==> config.mk <==
export PLATFORM = sky130hd
export DESIGN_NAME = afpr_top
export DESIGN_NICKNAME = d
export VERILOG_FILES = /design/src/rtl/afpr_pkg.sv /design/src/rtl/afpr_axil.sv /design/src/rtl/afpr_sync.sv /design/src/rtl/afpr_top.sv
export SDC_FILE = /design/constraint.sdc
export NUM_CORES = 1
export LEC_CHECK = 0
export ABC_AREA = 1
export BUFFER_PORTS_ARGS = -buffer_cell sky130_fd_sc_hd__buf_2
export CAP_MARGIN = 40
export CORE_UTILIZATION = 45
export CTS_CLUSTER_DIAMETER = 50
export DETAILED_ROUTE_END_ITERATION = 10
export HOLD_SLACK_MARGIN = 0.02
export PLACE_DENSITY = 0.71
export SYNTH_ARGS = -nofsm -noshare
export SYNTH_HDL_FRONTEND = slang
export SYNTH_HIERARCHICAL = 1
export SYNTH_SLANG_ARGS = --single-unit
==> constraint.sdc <==
create_clock -name aclk -period 1.5 [get_ports aclk]
set_clock_uncertainty 0.2 [all_clocks]
set_input_delay 0.075 -clock aclk [delete_from_list [all_inputs] [get_ports aclk]]
set_output_delay 0.075 -clock aclk [all_outputs]
set_load 0.03 [all_outputs]
==> src/rtl/afpr_pkg.sv <==
package afpr_pkg;

	// register byte offsets
	localparam logic [3:0] CTRL_OFFSET = 4'h0;
	localparam logic [3:0] STATUS_OFFSET = 4'h4;

	// control register fields
	localparam int CTRL_MODE_LSB = 0;
	localparam int CTRL_MODE_W = 2;

	// status register fields
	localparam int STAT_BRIDGE_OFF_LSB = 0;
	localparam int STAT_OVERLOAD_LSB = 4;
	localparam int STAT_OVERTEMP_BIT = 8;
	localparam int STAT_UNDERVOLT_BIT = 9;
	localparam int STAT_BOOT_UV_LSB = 10;
	localparam int STAT_SHUTDOWN_BIT = 14;
	localparam int STAT_WARN_HIGH_BIT = 15;
	localparam int STAT_WARN_LOW_BIT = 16;
	localparam int STAT_RESET_PIN_BIT = 17;

	// output configurations
	typedef enum logic [1:0] {
		MODE_BRIDGE_TIED = 2'h0,
		MODE_PARALLEL_BRIDGE = 2'h1,
		MODE_SINGLE_ENDED = 2'h2
	} afpr_mode_type;

	localparam afpr_mode_type MODE_RESET = MODE_BRIDGE_TIED;
	localparam logic [1:0] MODE_ILLEGAL = 2'h3;

	// bus responses
	localparam logic [1:0] RESP_OKAY = 2'h0;
	localparam logic [1:0] RESP_SLVERR = 2'h2;

	// number of half-bridges, a to d
	localparam int BRIDGES = 4;

endpackage

==> src/rtl/afpr_axil.sv <==
`timescale 1ns/100ps
module afpr_axil #(
	parameter int unsigned ADDR_W = 4
) (
	// clock and reset
	input wire logic aclk,
	input wire logic aresetn,
	// write channels
	input wire logic [ADDR_W-1:0] awaddr,
	input wire logic awvalid,
	output logic awready,
	input wire logic [31:0] wdata,
	input wire logic [3:0] wstrb,
	input wire logic wvalid,
	output logic wready,
	output logic [1:0] bresp,
	output logic bvalid,
	input wire logic bready,
	// read channels
	input wire logic [ADDR_W-1:0] araddr,
	input wire logic arvalid,
	output logic arready,
	output logic [31:0] rdata,
	output logic [1:0] rresp,
	output logic rvalid,
	input wire logic rready,
	// register file side
	output logic wr_en,
	output logic [ADDR_W-1:0] wr_addr,
	output logic [31:0] wr_data,
	output logic [3:0] wr_strb,
	input wire logic wr_err,
	output logic [ADDR_W-1:0] rd_addr,
	input wire logic [31:0] rd_data,
	input wire logic rd_err
);

	logic aw_held_reg, aw_held_next, w_held_reg, w_held_next;
	logic [ADDR_W-1:0] aw_addr_reg, aw_addr_next;
	logic [31:0] w_data_reg, w_data_next;
	logic [3:0] w_strb_reg, w_strb_next;
	logic awready_next, wready_next, bvalid_next;
	logic [1:0] bresp_next, rresp_next;
	logic arready_next, rvalid_next;
	logic [31:0] rdata_next;

	assign wr_addr = aw_addr_reg;
	assign wr_data = w_data_reg;
	assign wr_strb = w_strb_reg;
	assign rd_addr = araddr;

	always_comb
	begin
		aw_held_next = aw_held_reg;
		aw_addr_next = aw_addr_reg;
		w_held_next = w_held_reg;
		w_data_next = w_data_reg;
		w_strb_next = w_strb_reg;
		bvalid_next = bvalid;
		bresp_next = bresp;
		wr_en = 1'b0;
		if (awvalid && awready)
		begin
			aw_held_next = 1'b1;
			aw_addr_next = awaddr;
		end
		if (wvalid && wready)
		begin
			w_held_next = 1'b1;
			w_data_next = wdata;
			w_strb_next = wstrb;
		end
		if (bvalid && bready)
			bvalid_next = 1'b0;
		if (aw_held_reg && w_held_reg && !bvalid)
		begin
			wr_en = 1'b1;
			aw_held_next = 1'b0;
			w_held_next = 1'b0;
			bvalid_next = 1'b1;
			bresp_next = wr_err ? afpr_pkg::RESP_SLVERR : afpr_pkg::RESP_OKAY;
		end
		// no new address or data while a response waits
		awready_next = !aw_held_next && !bvalid_next;
		wready_next = !w_held_next && !bvalid_next;
		rvalid_next = rvalid;
		rdata_next = rdata;
		rresp_next = rresp;
		if (rvalid && rready)
			rvalid_next = 1'b0;
		if (arvalid && arready)
		begin
			rvalid_next = 1'b1;
			rdata_next = rd_data;
			rresp_next = rd_err ? afpr_pkg::RESP_SLVERR : afpr_pkg::RESP_OKAY;
		end
		arready_next = !rvalid_next;
	end

	always_ff @(posedge aclk)
	begin
		if (!aresetn)
		begin
			aw_held_reg <= 1'b0;
			aw_addr_reg <= '0;
			w_held_reg <= 1'b0;
			w_data_reg <= 32'h0;
			w_strb_reg <= 4'h0;
			awready <= 1'b0;
			wready <= 1'b0;
			bvalid <= 1'b0;
			bresp <= 2'h0;
			arready <= 1'b0;
			rvalid <= 1'b0;
			rdata <= 32'h0;
			rresp <= 2'h0;
		end
		else
		begin
			aw_held_reg <= aw_held_next;
			aw_addr_reg <= aw_addr_next;
			w_held_reg <= w_held_next;
			w_data_reg <= w_data_next;
			w_strb_reg <= w_strb_next;
			awready <= awready_next;
			wready <= wready_next;
			bvalid <= bvalid_next;
			bresp <= bresp_next;
			arready <= arready_next;
			rvalid <= rvalid_next;
			rdata <= rdata_next;
			rresp <= rresp_next;
		end
	end

endmodule // afpr_axil

==> src/rtl/afpr_sync.sv <==
`timescale 1ns/100ps
module afpr_sync #(
	parameter int unsigned WIDTH = 1,
	parameter logic [WIDTH-1:0] RST_VAL = '0
) (
	// clock and reset
	input wire logic aclk,
	input wire logic aresetn,
	// asynchronous levels in, synchronised levels out
	input wire logic [WIDTH-1:0] async_in,
	output logic [WIDTH-1:0] sync_out
);

	logic [WIDTH-1:0] meta_reg;

	generate
		for (genvar i = 0; i < WIDTH; i++)
		begin : g_bit
			// meta_reg feeds only the second stage
			always_ff @(posedge aclk)
			begin
				if (!aresetn)
				begin
					meta_reg[i] <= RST_VAL[i];
					sync_out[i] <= RST_VAL[i];
				end
				else
				begin
					meta_reg[i] <= async_in[i];
					sync_out[i] <= meta_reg[i];
				end
			end
		end
	endgenerate

endmodule // afpr_sync

==> src/rtl/afpr_top.sv <==
// Summary of operation
// - half-bridges stay high impedance until gate-drive and common supplies pass undervoltage.
// - reset low during power-up enables weak pulldown on each half-bridge output (the code enables none while the mode is single-ended).
// - normal operation continues while both supplies stay above undervoltage threshold.
// - shutdown flag and thermal warnings are active-low open-drain outputs.
// - shutdown flag goes low whenever a fault shuts the power stage down.
// - high and single warnings above 125 C, low warning above 100 C.
// - normal operation shows shutdown flag and both warnings high.
// - overtemperature error shows shutdown with both warnings low.
// - reset low forces the shutdown flag high regardless of faults.
// - a detected fault puts the stage in high impedance and flags shutdown.
// - recovery is automatic except overload and overtemperature, which stay latched.
// - bridge-tied and single-ended turn off pairs; parallel mode turns off all four.
// - bootstrap undervoltage shuts down only its own half-bridge.
// - overtemperature error latches and clears only while reset is asserted.
// - reset low forces all four half-bridges into high impedance.
//
// The implementer's own choices: the AXI4-Lite slave port and the address map.
`timescale 1ns/100ps
module afpr_top #(
	parameter int unsigned ADDR_W = 4
) (
	// clock and bus reset
	input wire logic aclk,
	input wire logic aresetn,
	// axi4-lite slave
	input wire logic [ADDR_W-1:0] awaddr,
	input wire logic [2:0] awprot,
	input wire logic awvalid,
	output logic awready,
	input wire logic [31:0] wdata,
	input wire logic [3:0] wstrb,
	input wire logic wvalid,
	output logic wready,
	output logic [1:0] bresp,
	output logic bvalid,
	input wire logic bready,
	input wire logic [ADDR_W-1:0] araddr,
	input wire logic [2:0] arprot,
	input wire logic arvalid,
	output logic arready,
	output logic [31:0] rdata,
	output logic [1:0] rresp,
	output logic rvalid,
	input wire logic rready,
	// device reset pin and fault sensors, asynchronous
	input wire logic amp_reset_n,
	input wire logic common_supply_uv,
	input wire logic [3:0] gate_drive_supply_uv,
	input wire logic [3:0] bootstrap_pin_uv,
	input wire logic [3:0] overload_fault,
	input wire logic overtemp_error,
	input wire logic temp_over_high,
	input wire logic temp_over_low,
	// half-bridge control, a at bit 0
	output logic [3:0] bridge_hiz,
	output logic [3:0] bridge_pulldown,
	// open-drain status pins
	input wire logic shutdown_flag_n_i,
	output logic shutdown_flag_n_o,
	output logic shutdown_flag_n_oe,
	input wire logic thermal_warning_n_i,
	output logic thermal_warning_n_o,
	output logic thermal_warning_n_oe,
	input wire logic thermal_warning_low_n_i,
	output logic thermal_warning_low_n_o,
	output logic thermal_warning_low_n_oe,
	input wire logic thermal_warning_high_n_i,
	output logic thermal_warning_high_n_o,
	output logic thermal_warning_high_n_oe
);

	localparam int SYNC_W = 17;

	// offsets are four bits wide, so the decode cannot use more
	initial
	begin
		if (ADDR_W < 3 || ADDR_W > 4)
			$error("afpr_top: ADDR_W must be 3 or 4 for register map");
	end

	logic [SYNC_W-1:0] pins_async, pins_sync;
	logic rst_pin, supply_uv, ote_s, t_high, t_low;
	logic [3:0] ovl_s, bst_uv;

	// reset pin resets to asserted so the stage starts safe
	assign pins_async = {amp_reset_n, common_supply_uv, gate_drive_supply_uv,
		bootstrap_pin_uv, overload_fault, overtemp_error, temp_over_high,
		temp_over_low};

	afpr_sync #(
		.WIDTH(SYNC_W),
		.RST_VAL(17'h0)
	) u_sync (
		.aclk(aclk),
		.aresetn(aresetn),
		.async_in(pins_async),
		.sync_out(pins_sync)
	);

	assign rst_pin = pins_sync[16];
	assign supply_uv = pins_sync[15] | (|pins_sync[14:11]);
	assign bst_uv = pins_sync[10:7];
	assign ovl_s = pins_sync[6:3];
	assign ote_s = pins_sync[2];
	assign t_high = pins_sync[1];
	assign t_low = pins_sync[0];

	// register file
	logic wr_en, wr_err, rd_err;
	logic [ADDR_W-1:0] wr_addr, rd_addr;
	logic [31:0] wr_data, rd_data;
	logic [3:0] wr_strb;
	afpr_pkg::afpr_mode_type mode_reg, mode_next;

	afpr_axil #(
		.ADDR_W(ADDR_W)
	) u_axil (
		.aclk(aclk),
		.aresetn(aresetn),
		.awaddr(awaddr),
		.awvalid(awvalid),
		.awready(awready),
		.wdata(wdata),
		.wstrb(wstrb),
		.wvalid(wvalid),
		.wready(wready),
		.bresp(bresp),
		.bvalid(bvalid),
		.bready(bready),
		.araddr(araddr),
		.arvalid(arvalid),
		.arready(arready),
		.rdata(rdata),
		.rresp(rresp),
		.rvalid(rvalid),
		.rready(rready),
		.wr_en(wr_en),
		.wr_addr(wr_addr),
		.wr_data(wr_data),
		.wr_strb(wr_strb),
		.wr_err(wr_err),
		.rd_addr(rd_addr),
		.rd_data(rd_data),
		.rd_err(rd_err)
	);

	// fault state
	logic [3:0] ovl_reg, ovl_next, group_off, off_next, pd_next;
	logic ote_reg, ote_next, fault_any, sd_next, wh_next, wl_next;
	logic [3:0] hiz_reg, pd_reg;
	logic sd_oe_reg, wh_oe_reg, wl_oe_reg;

	always_comb
	begin
		// hardware set wins over the reset-pin clear
		ovl_next = ovl_s | (ovl_reg & {4{rst_pin}});
		ote_next = ote_s | (ote_reg & rst_pin);
		if (mode_reg == afpr_pkg::MODE_PARALLEL_BRIDGE)
			group_off = {4{|ovl_next}};
		else
			group_off = {{2{|ovl_next[3:2]}}, {2{|ovl_next[1:0]}}};
		// bootstrap undervoltage stays local to its bridge
		off_next = group_off | bst_uv;
		if (supply_uv || ote_next)
			off_next = 4'hf;
		fault_any = |off_next;
		if (!rst_pin)
			off_next = 4'hf;
		// single-ended outputs get no pulldown
		pd_next = 4'h0;
		if (!rst_pin && mode_reg != afpr_pkg::MODE_SINGLE_ENDED)
			pd_next = 4'hf;
		sd_next = fault_any && rst_pin;
		wh_next = t_high || ote_next;
		wl_next = t_low || ote_next;
	end

	always_ff @(posedge aclk)
	begin
		if (!aresetn)
		begin
			ovl_reg <= 4'h0;
			ote_reg <= 1'b0;
			hiz_reg <= 4'hf;
			pd_reg <= 4'h0;
			sd_oe_reg <= 1'b0;
			wh_oe_reg <= 1'b0;
			wl_oe_reg <= 1'b0;
		end
		else
		begin
			ovl_reg <= ovl_next;
			ote_reg <= ote_next;
			hiz_reg <= off_next;
			pd_reg <= pd_next;
			sd_oe_reg <= sd_next;
			wh_oe_reg <= wh_next;
			wl_oe_reg <= wl_next;
		end
	end

	// open-drain: the pin is only ever pulled low
	assign bridge_hiz = hiz_reg;
	assign bridge_pulldown = pd_reg;
	assign shutdown_flag_n_oe = sd_oe_reg;
	assign thermal_warning_n_oe = wh_oe_reg;
	assign thermal_warning_high_n_oe = wh_oe_reg;
	assign thermal_warning_low_n_oe = wl_oe_reg;
	logic od_low_reg;
	always_ff @(posedge aclk)
	begin
		od_low_reg <= 1'b0;
	end
	assign shutdown_flag_n_o = od_low_reg;
	assign thermal_warning_n_o = od_low_reg;
	assign thermal_warning_high_n_o = od_low_reg;
	assign thermal_warning_low_n_o = od_low_reg;

	// control register and decode
	always_comb
	begin
		mode_next = mode_reg;
		wr_err = 1'b0;
		if (wr_addr == afpr_pkg::CTRL_OFFSET[ADDR_W-1:0])
		begin
			// the unused code is refused, mode is kept
			if (wr_en && wr_strb[0] && wr_data[1:0] != afpr_pkg::MODE_ILLEGAL)
				mode_next = afpr_pkg::afpr_mode_type'(wr_data[1:0]);
		end
		else if (wr_addr == afpr_pkg::STATUS_OFFSET[ADDR_W-1:0])
			wr_err = 1'b0;
		else
			wr_err = 1'b1;
	end

	always_ff @(posedge aclk)
	begin
		if (!aresetn)
			mode_reg <= afpr_pkg::MODE_RESET;
		else
			mode_reg <= mode_next;
	end

	always_comb
	begin
		rd_data = 32'h0;
		rd_err = 1'b0;
		if (rd_addr == afpr_pkg::CTRL_OFFSET[ADDR_W-1:0])
			rd_data[afpr_pkg::CTRL_MODE_LSB +: afpr_pkg::CTRL_MODE_W] = mode_reg;
		else if (rd_addr == afpr_pkg::STATUS_OFFSET[ADDR_W-1:0])
		begin
			rd_data[afpr_pkg::STAT_BRIDGE_OFF_LSB +: 4] = hiz_reg;
			rd_data[afpr_pkg::STAT_OVERLOAD_LSB +: 4] = ovl_reg;
			rd_data[afpr_pkg::STAT_OVERTEMP_BIT] = ote_reg;
			rd_data[afpr_pkg::STAT_UNDERVOLT_BIT] = supply_uv;
			rd_data[afpr_pkg::STAT_BOOT_UV_LSB +: 4] = bst_uv;
			rd_data[afpr_pkg::STAT_SHUTDOWN_BIT] = sd_oe_reg;
			rd_data[afpr_pkg::STAT_WARN_HIGH_BIT] = wh_oe_reg;
			rd_data[afpr_pkg::STAT_WARN_LOW_BIT] = wl_oe_reg;
			rd_data[afpr_pkg::STAT_RESET_PIN_BIT] = rst_pin;
		end
		else
			rd_err = 1'b1;
	end
endmodule // afpr_top
==> flow_metrics.py <==
metrics = {
    "status": {
        "status": "complete, but fails checks",
        "violations": "negative hold slack",
    },
    "finish": {
        "area_delta_synth_final_pct": 29.4,
        "largest_register_ffs": 32,
        "diodes": 0,
        "drive_gt1_frac": 0.220,
        "final_nets": 668,
    },
    "timing": {
        "setup_violations": 0,
        "hold_viol": 1,
        "fin_crit_sh": 0.956,
        "fin_crit_ns": 1.43,
        "slew_violations": 0,
        "rsz0062_at_grt": "false",
        "hold_slack_ns": -0.00350,
        "fmax_mhz": 697,
        "fin_tns_setup_ns": 0,
    },
    "routing": {
        "drt_iter0_drc": 76,
        "antenna_left": 0,
        "highest_layer": "met4",
        "route.vias.total": 2908,
        "met2_length_um": 3440,
        "wirelength_um": 6930,
        "dr_wl_met3_um": 335,
        "vias_per_cell": 4.17,
        "routedWlPerCell_um": 9.95,
        "met1_length_um": 3090,
        "drt_pre_antenna_iters": 4,
        "drc": 0,
    },
    "yosys": {
        "ys_warn_count": 6,
        "syn_area_per_cell_um2": 7.80,
        "netlist_instances": 463,
        "syn_area_um2": 3610,
    },
    "die": {
        "core_um2": 7730,
        "die-area_um2": 8390,
        "start_util": 0.467,
        "die_y_um": 91.6,
        "rows": 32,
        "die_w_um": 91.6,
        "num_io_pins": 135,
    },
    "grt": {
        "grt_pass1_wl_um": 11200,
        "grt_max_degree": 34,
        "antenna_found_initial": 0,
        "grt_pass1_vias": 2608,
        "track_usage": 0.172,
        "overflow": 0,
    },
    "worst_setup_path": {
        "reg2reg_depth": 3,
        "cp.arrival_ns": 1.53,
        "crit_path_start_kind": "primary input",
        "ff2ff_setup_slack_ns": 0.11,
        "cp_slowest_cell": "dlygate4sd3_1",
        "critPathKind": "primary input to flop",
        "path_cells": "dlygate4sd3_1 -> buf_2 -> nor2_4 -> nand2_2 -> nor2_4 -> buf_4 -> nand2_1 -> o21ai_0 -> o21ai_1 -> nor2_1",
        "worstPathRequired_ns": 1.60,
        "cpPeakStageDelay_ns": 0.54,
        "r2r_end": "u_axil/rvalid$_SDFF_PN0_",
        "cpMostUsedCell": "nor2_4",
        "crit_path_end_kind": "flop",
        "reg2reg_from": "u_axil/arready$_SDFF_PN0_",
        "cp_max_fo": 3,
    },
    "clock_tree": {
        "cts_buffer_depth": 2,
        "cts_root_buf": "clkbuf_8",
        "insertion_delay_ns": 0.36,
        "cts_tree": "done",
        "ctsHoldBuffers": 41,
        "cts_max_level": 3,
        "cts.sinks": 97,
        "cts.clk_slew.worst_paths_ns": 0.09,
        "cts_made_buffers": 9,
    },
    "placement": {
        "gp_congestion": 0.773,
        "port_buffers": 85,
        "dp_hpwl_um": 4490,
    },
    "min_path": {
        "hp-class": "primary input to flop",
        "holdPathEnd": "u_axil/bresp[1]$_SDFFE_PN0P_",
        "hold_start": "aresetn",
        "min_delay_path_depth": 4,
    },
    "pwr": {
        "ir_drop_mv": 0.806,
        "finalPower_mw": 5.29,
        "leakage_nw": 2.45,
        "power.density_nw_per_um2": 1130,
    },
    "run": {
        "cap_violations": 0,
    },
}
-- critical path, delay by kind of cell --
kind            cells  cell delay (ns)
buf+inv             3             0.82
compound gates      2             0.14
simple gates        5             0.49
-- cells in the final DEF, fill, tap and decap left out, types with 5 or more instances in the layout --
cell and instances:
nand4_1 5, dlygate4sd3_1 40, buf_2 85, conb_1 20, clkbuf_8 9, o21ai_0 32, a21oi_1 5, buf_4 6
nand2_1 56, nor2_1 119, dfxtp_1 95, inv_1 74, o21ai_1 12
-- final cells by class --
class / count / area (µm²)
Multi-Input combinational cell: 270 / 1180
Timing Repair Buffer: 133 / 911
Tap cell: 102 / 128
Clock inverter: 7 / 83.8
Clock buffer: 9 / 124
Fill cell: 688 / 3050
Sequential cell: 97 / 1940
Inverter: 79 / 302
-- how the worst max path moves through the flow --
stage | start | end | cells past startpoint | slack [ns]
after floorplan | u_axil/bvalid$_SDFF_PN0_ | mode_reg[0]$_SDFFE_PN0P_ | 7 | 0.05
after global placement | u_sync/sync_out[14]$_SDFF_PN0_ | shutdown_flag_n_oe$_SDFF_PN0_ | 8 | 0.11
after detailed placement | u_sync/sync_out[16]$_SDFF_PN0_ | shutdown_flag_n_oe$_SDFF_PN0_ | 8 | 0.08
after CTS | wvalid | u_axil/w_held_reg$_SDFF_PN0_ | 7 | 0.04
after global routing | araddr[1] | u_axil/rdata[1]$_SDFFE_PN0P_ | 10 | 0.001
final | araddr[1] | u_axil/rdata[1]$_SDFFE_PN0P_ | 10 | 0.07
-- stage by stage --
step	util	cell area, µm²	worst slack [ns]	instances
floorplan	-	3680	0.0486	481
finish	0.605	4670	0.0655	697
global placement	0.521	4030	0.106	640
CTS	0.601	4650	0.0419	697
detailed placement	0.521	4030	0.0827	640
global route	0.605	4670	0.00115	697
-- repair_timing --
item                                    CTS  global route
hold endpoints to repair                 44            12
resized for setup                         0            11
setup buffers                             0             1
endpoints found under the setup margin    0            20
-- report_power, final --
| part | switching [mW] | internal (mW) |
|---|---|---|
| sequential | 0.0662 | 2.72 |
| clock | 0.936 | 0.803 |
| combinational | 0.480 | 0.292 |
-- layer usage --
metal / up-vias / GRT usage
met3: 8 / 0.0570
met4: 0 / 0.0476
met1: 1245 / 0.185
met5: - / 0
met2: 67 / 0.318
li1: 1588 / -
(Power assumes the default switching activity.)
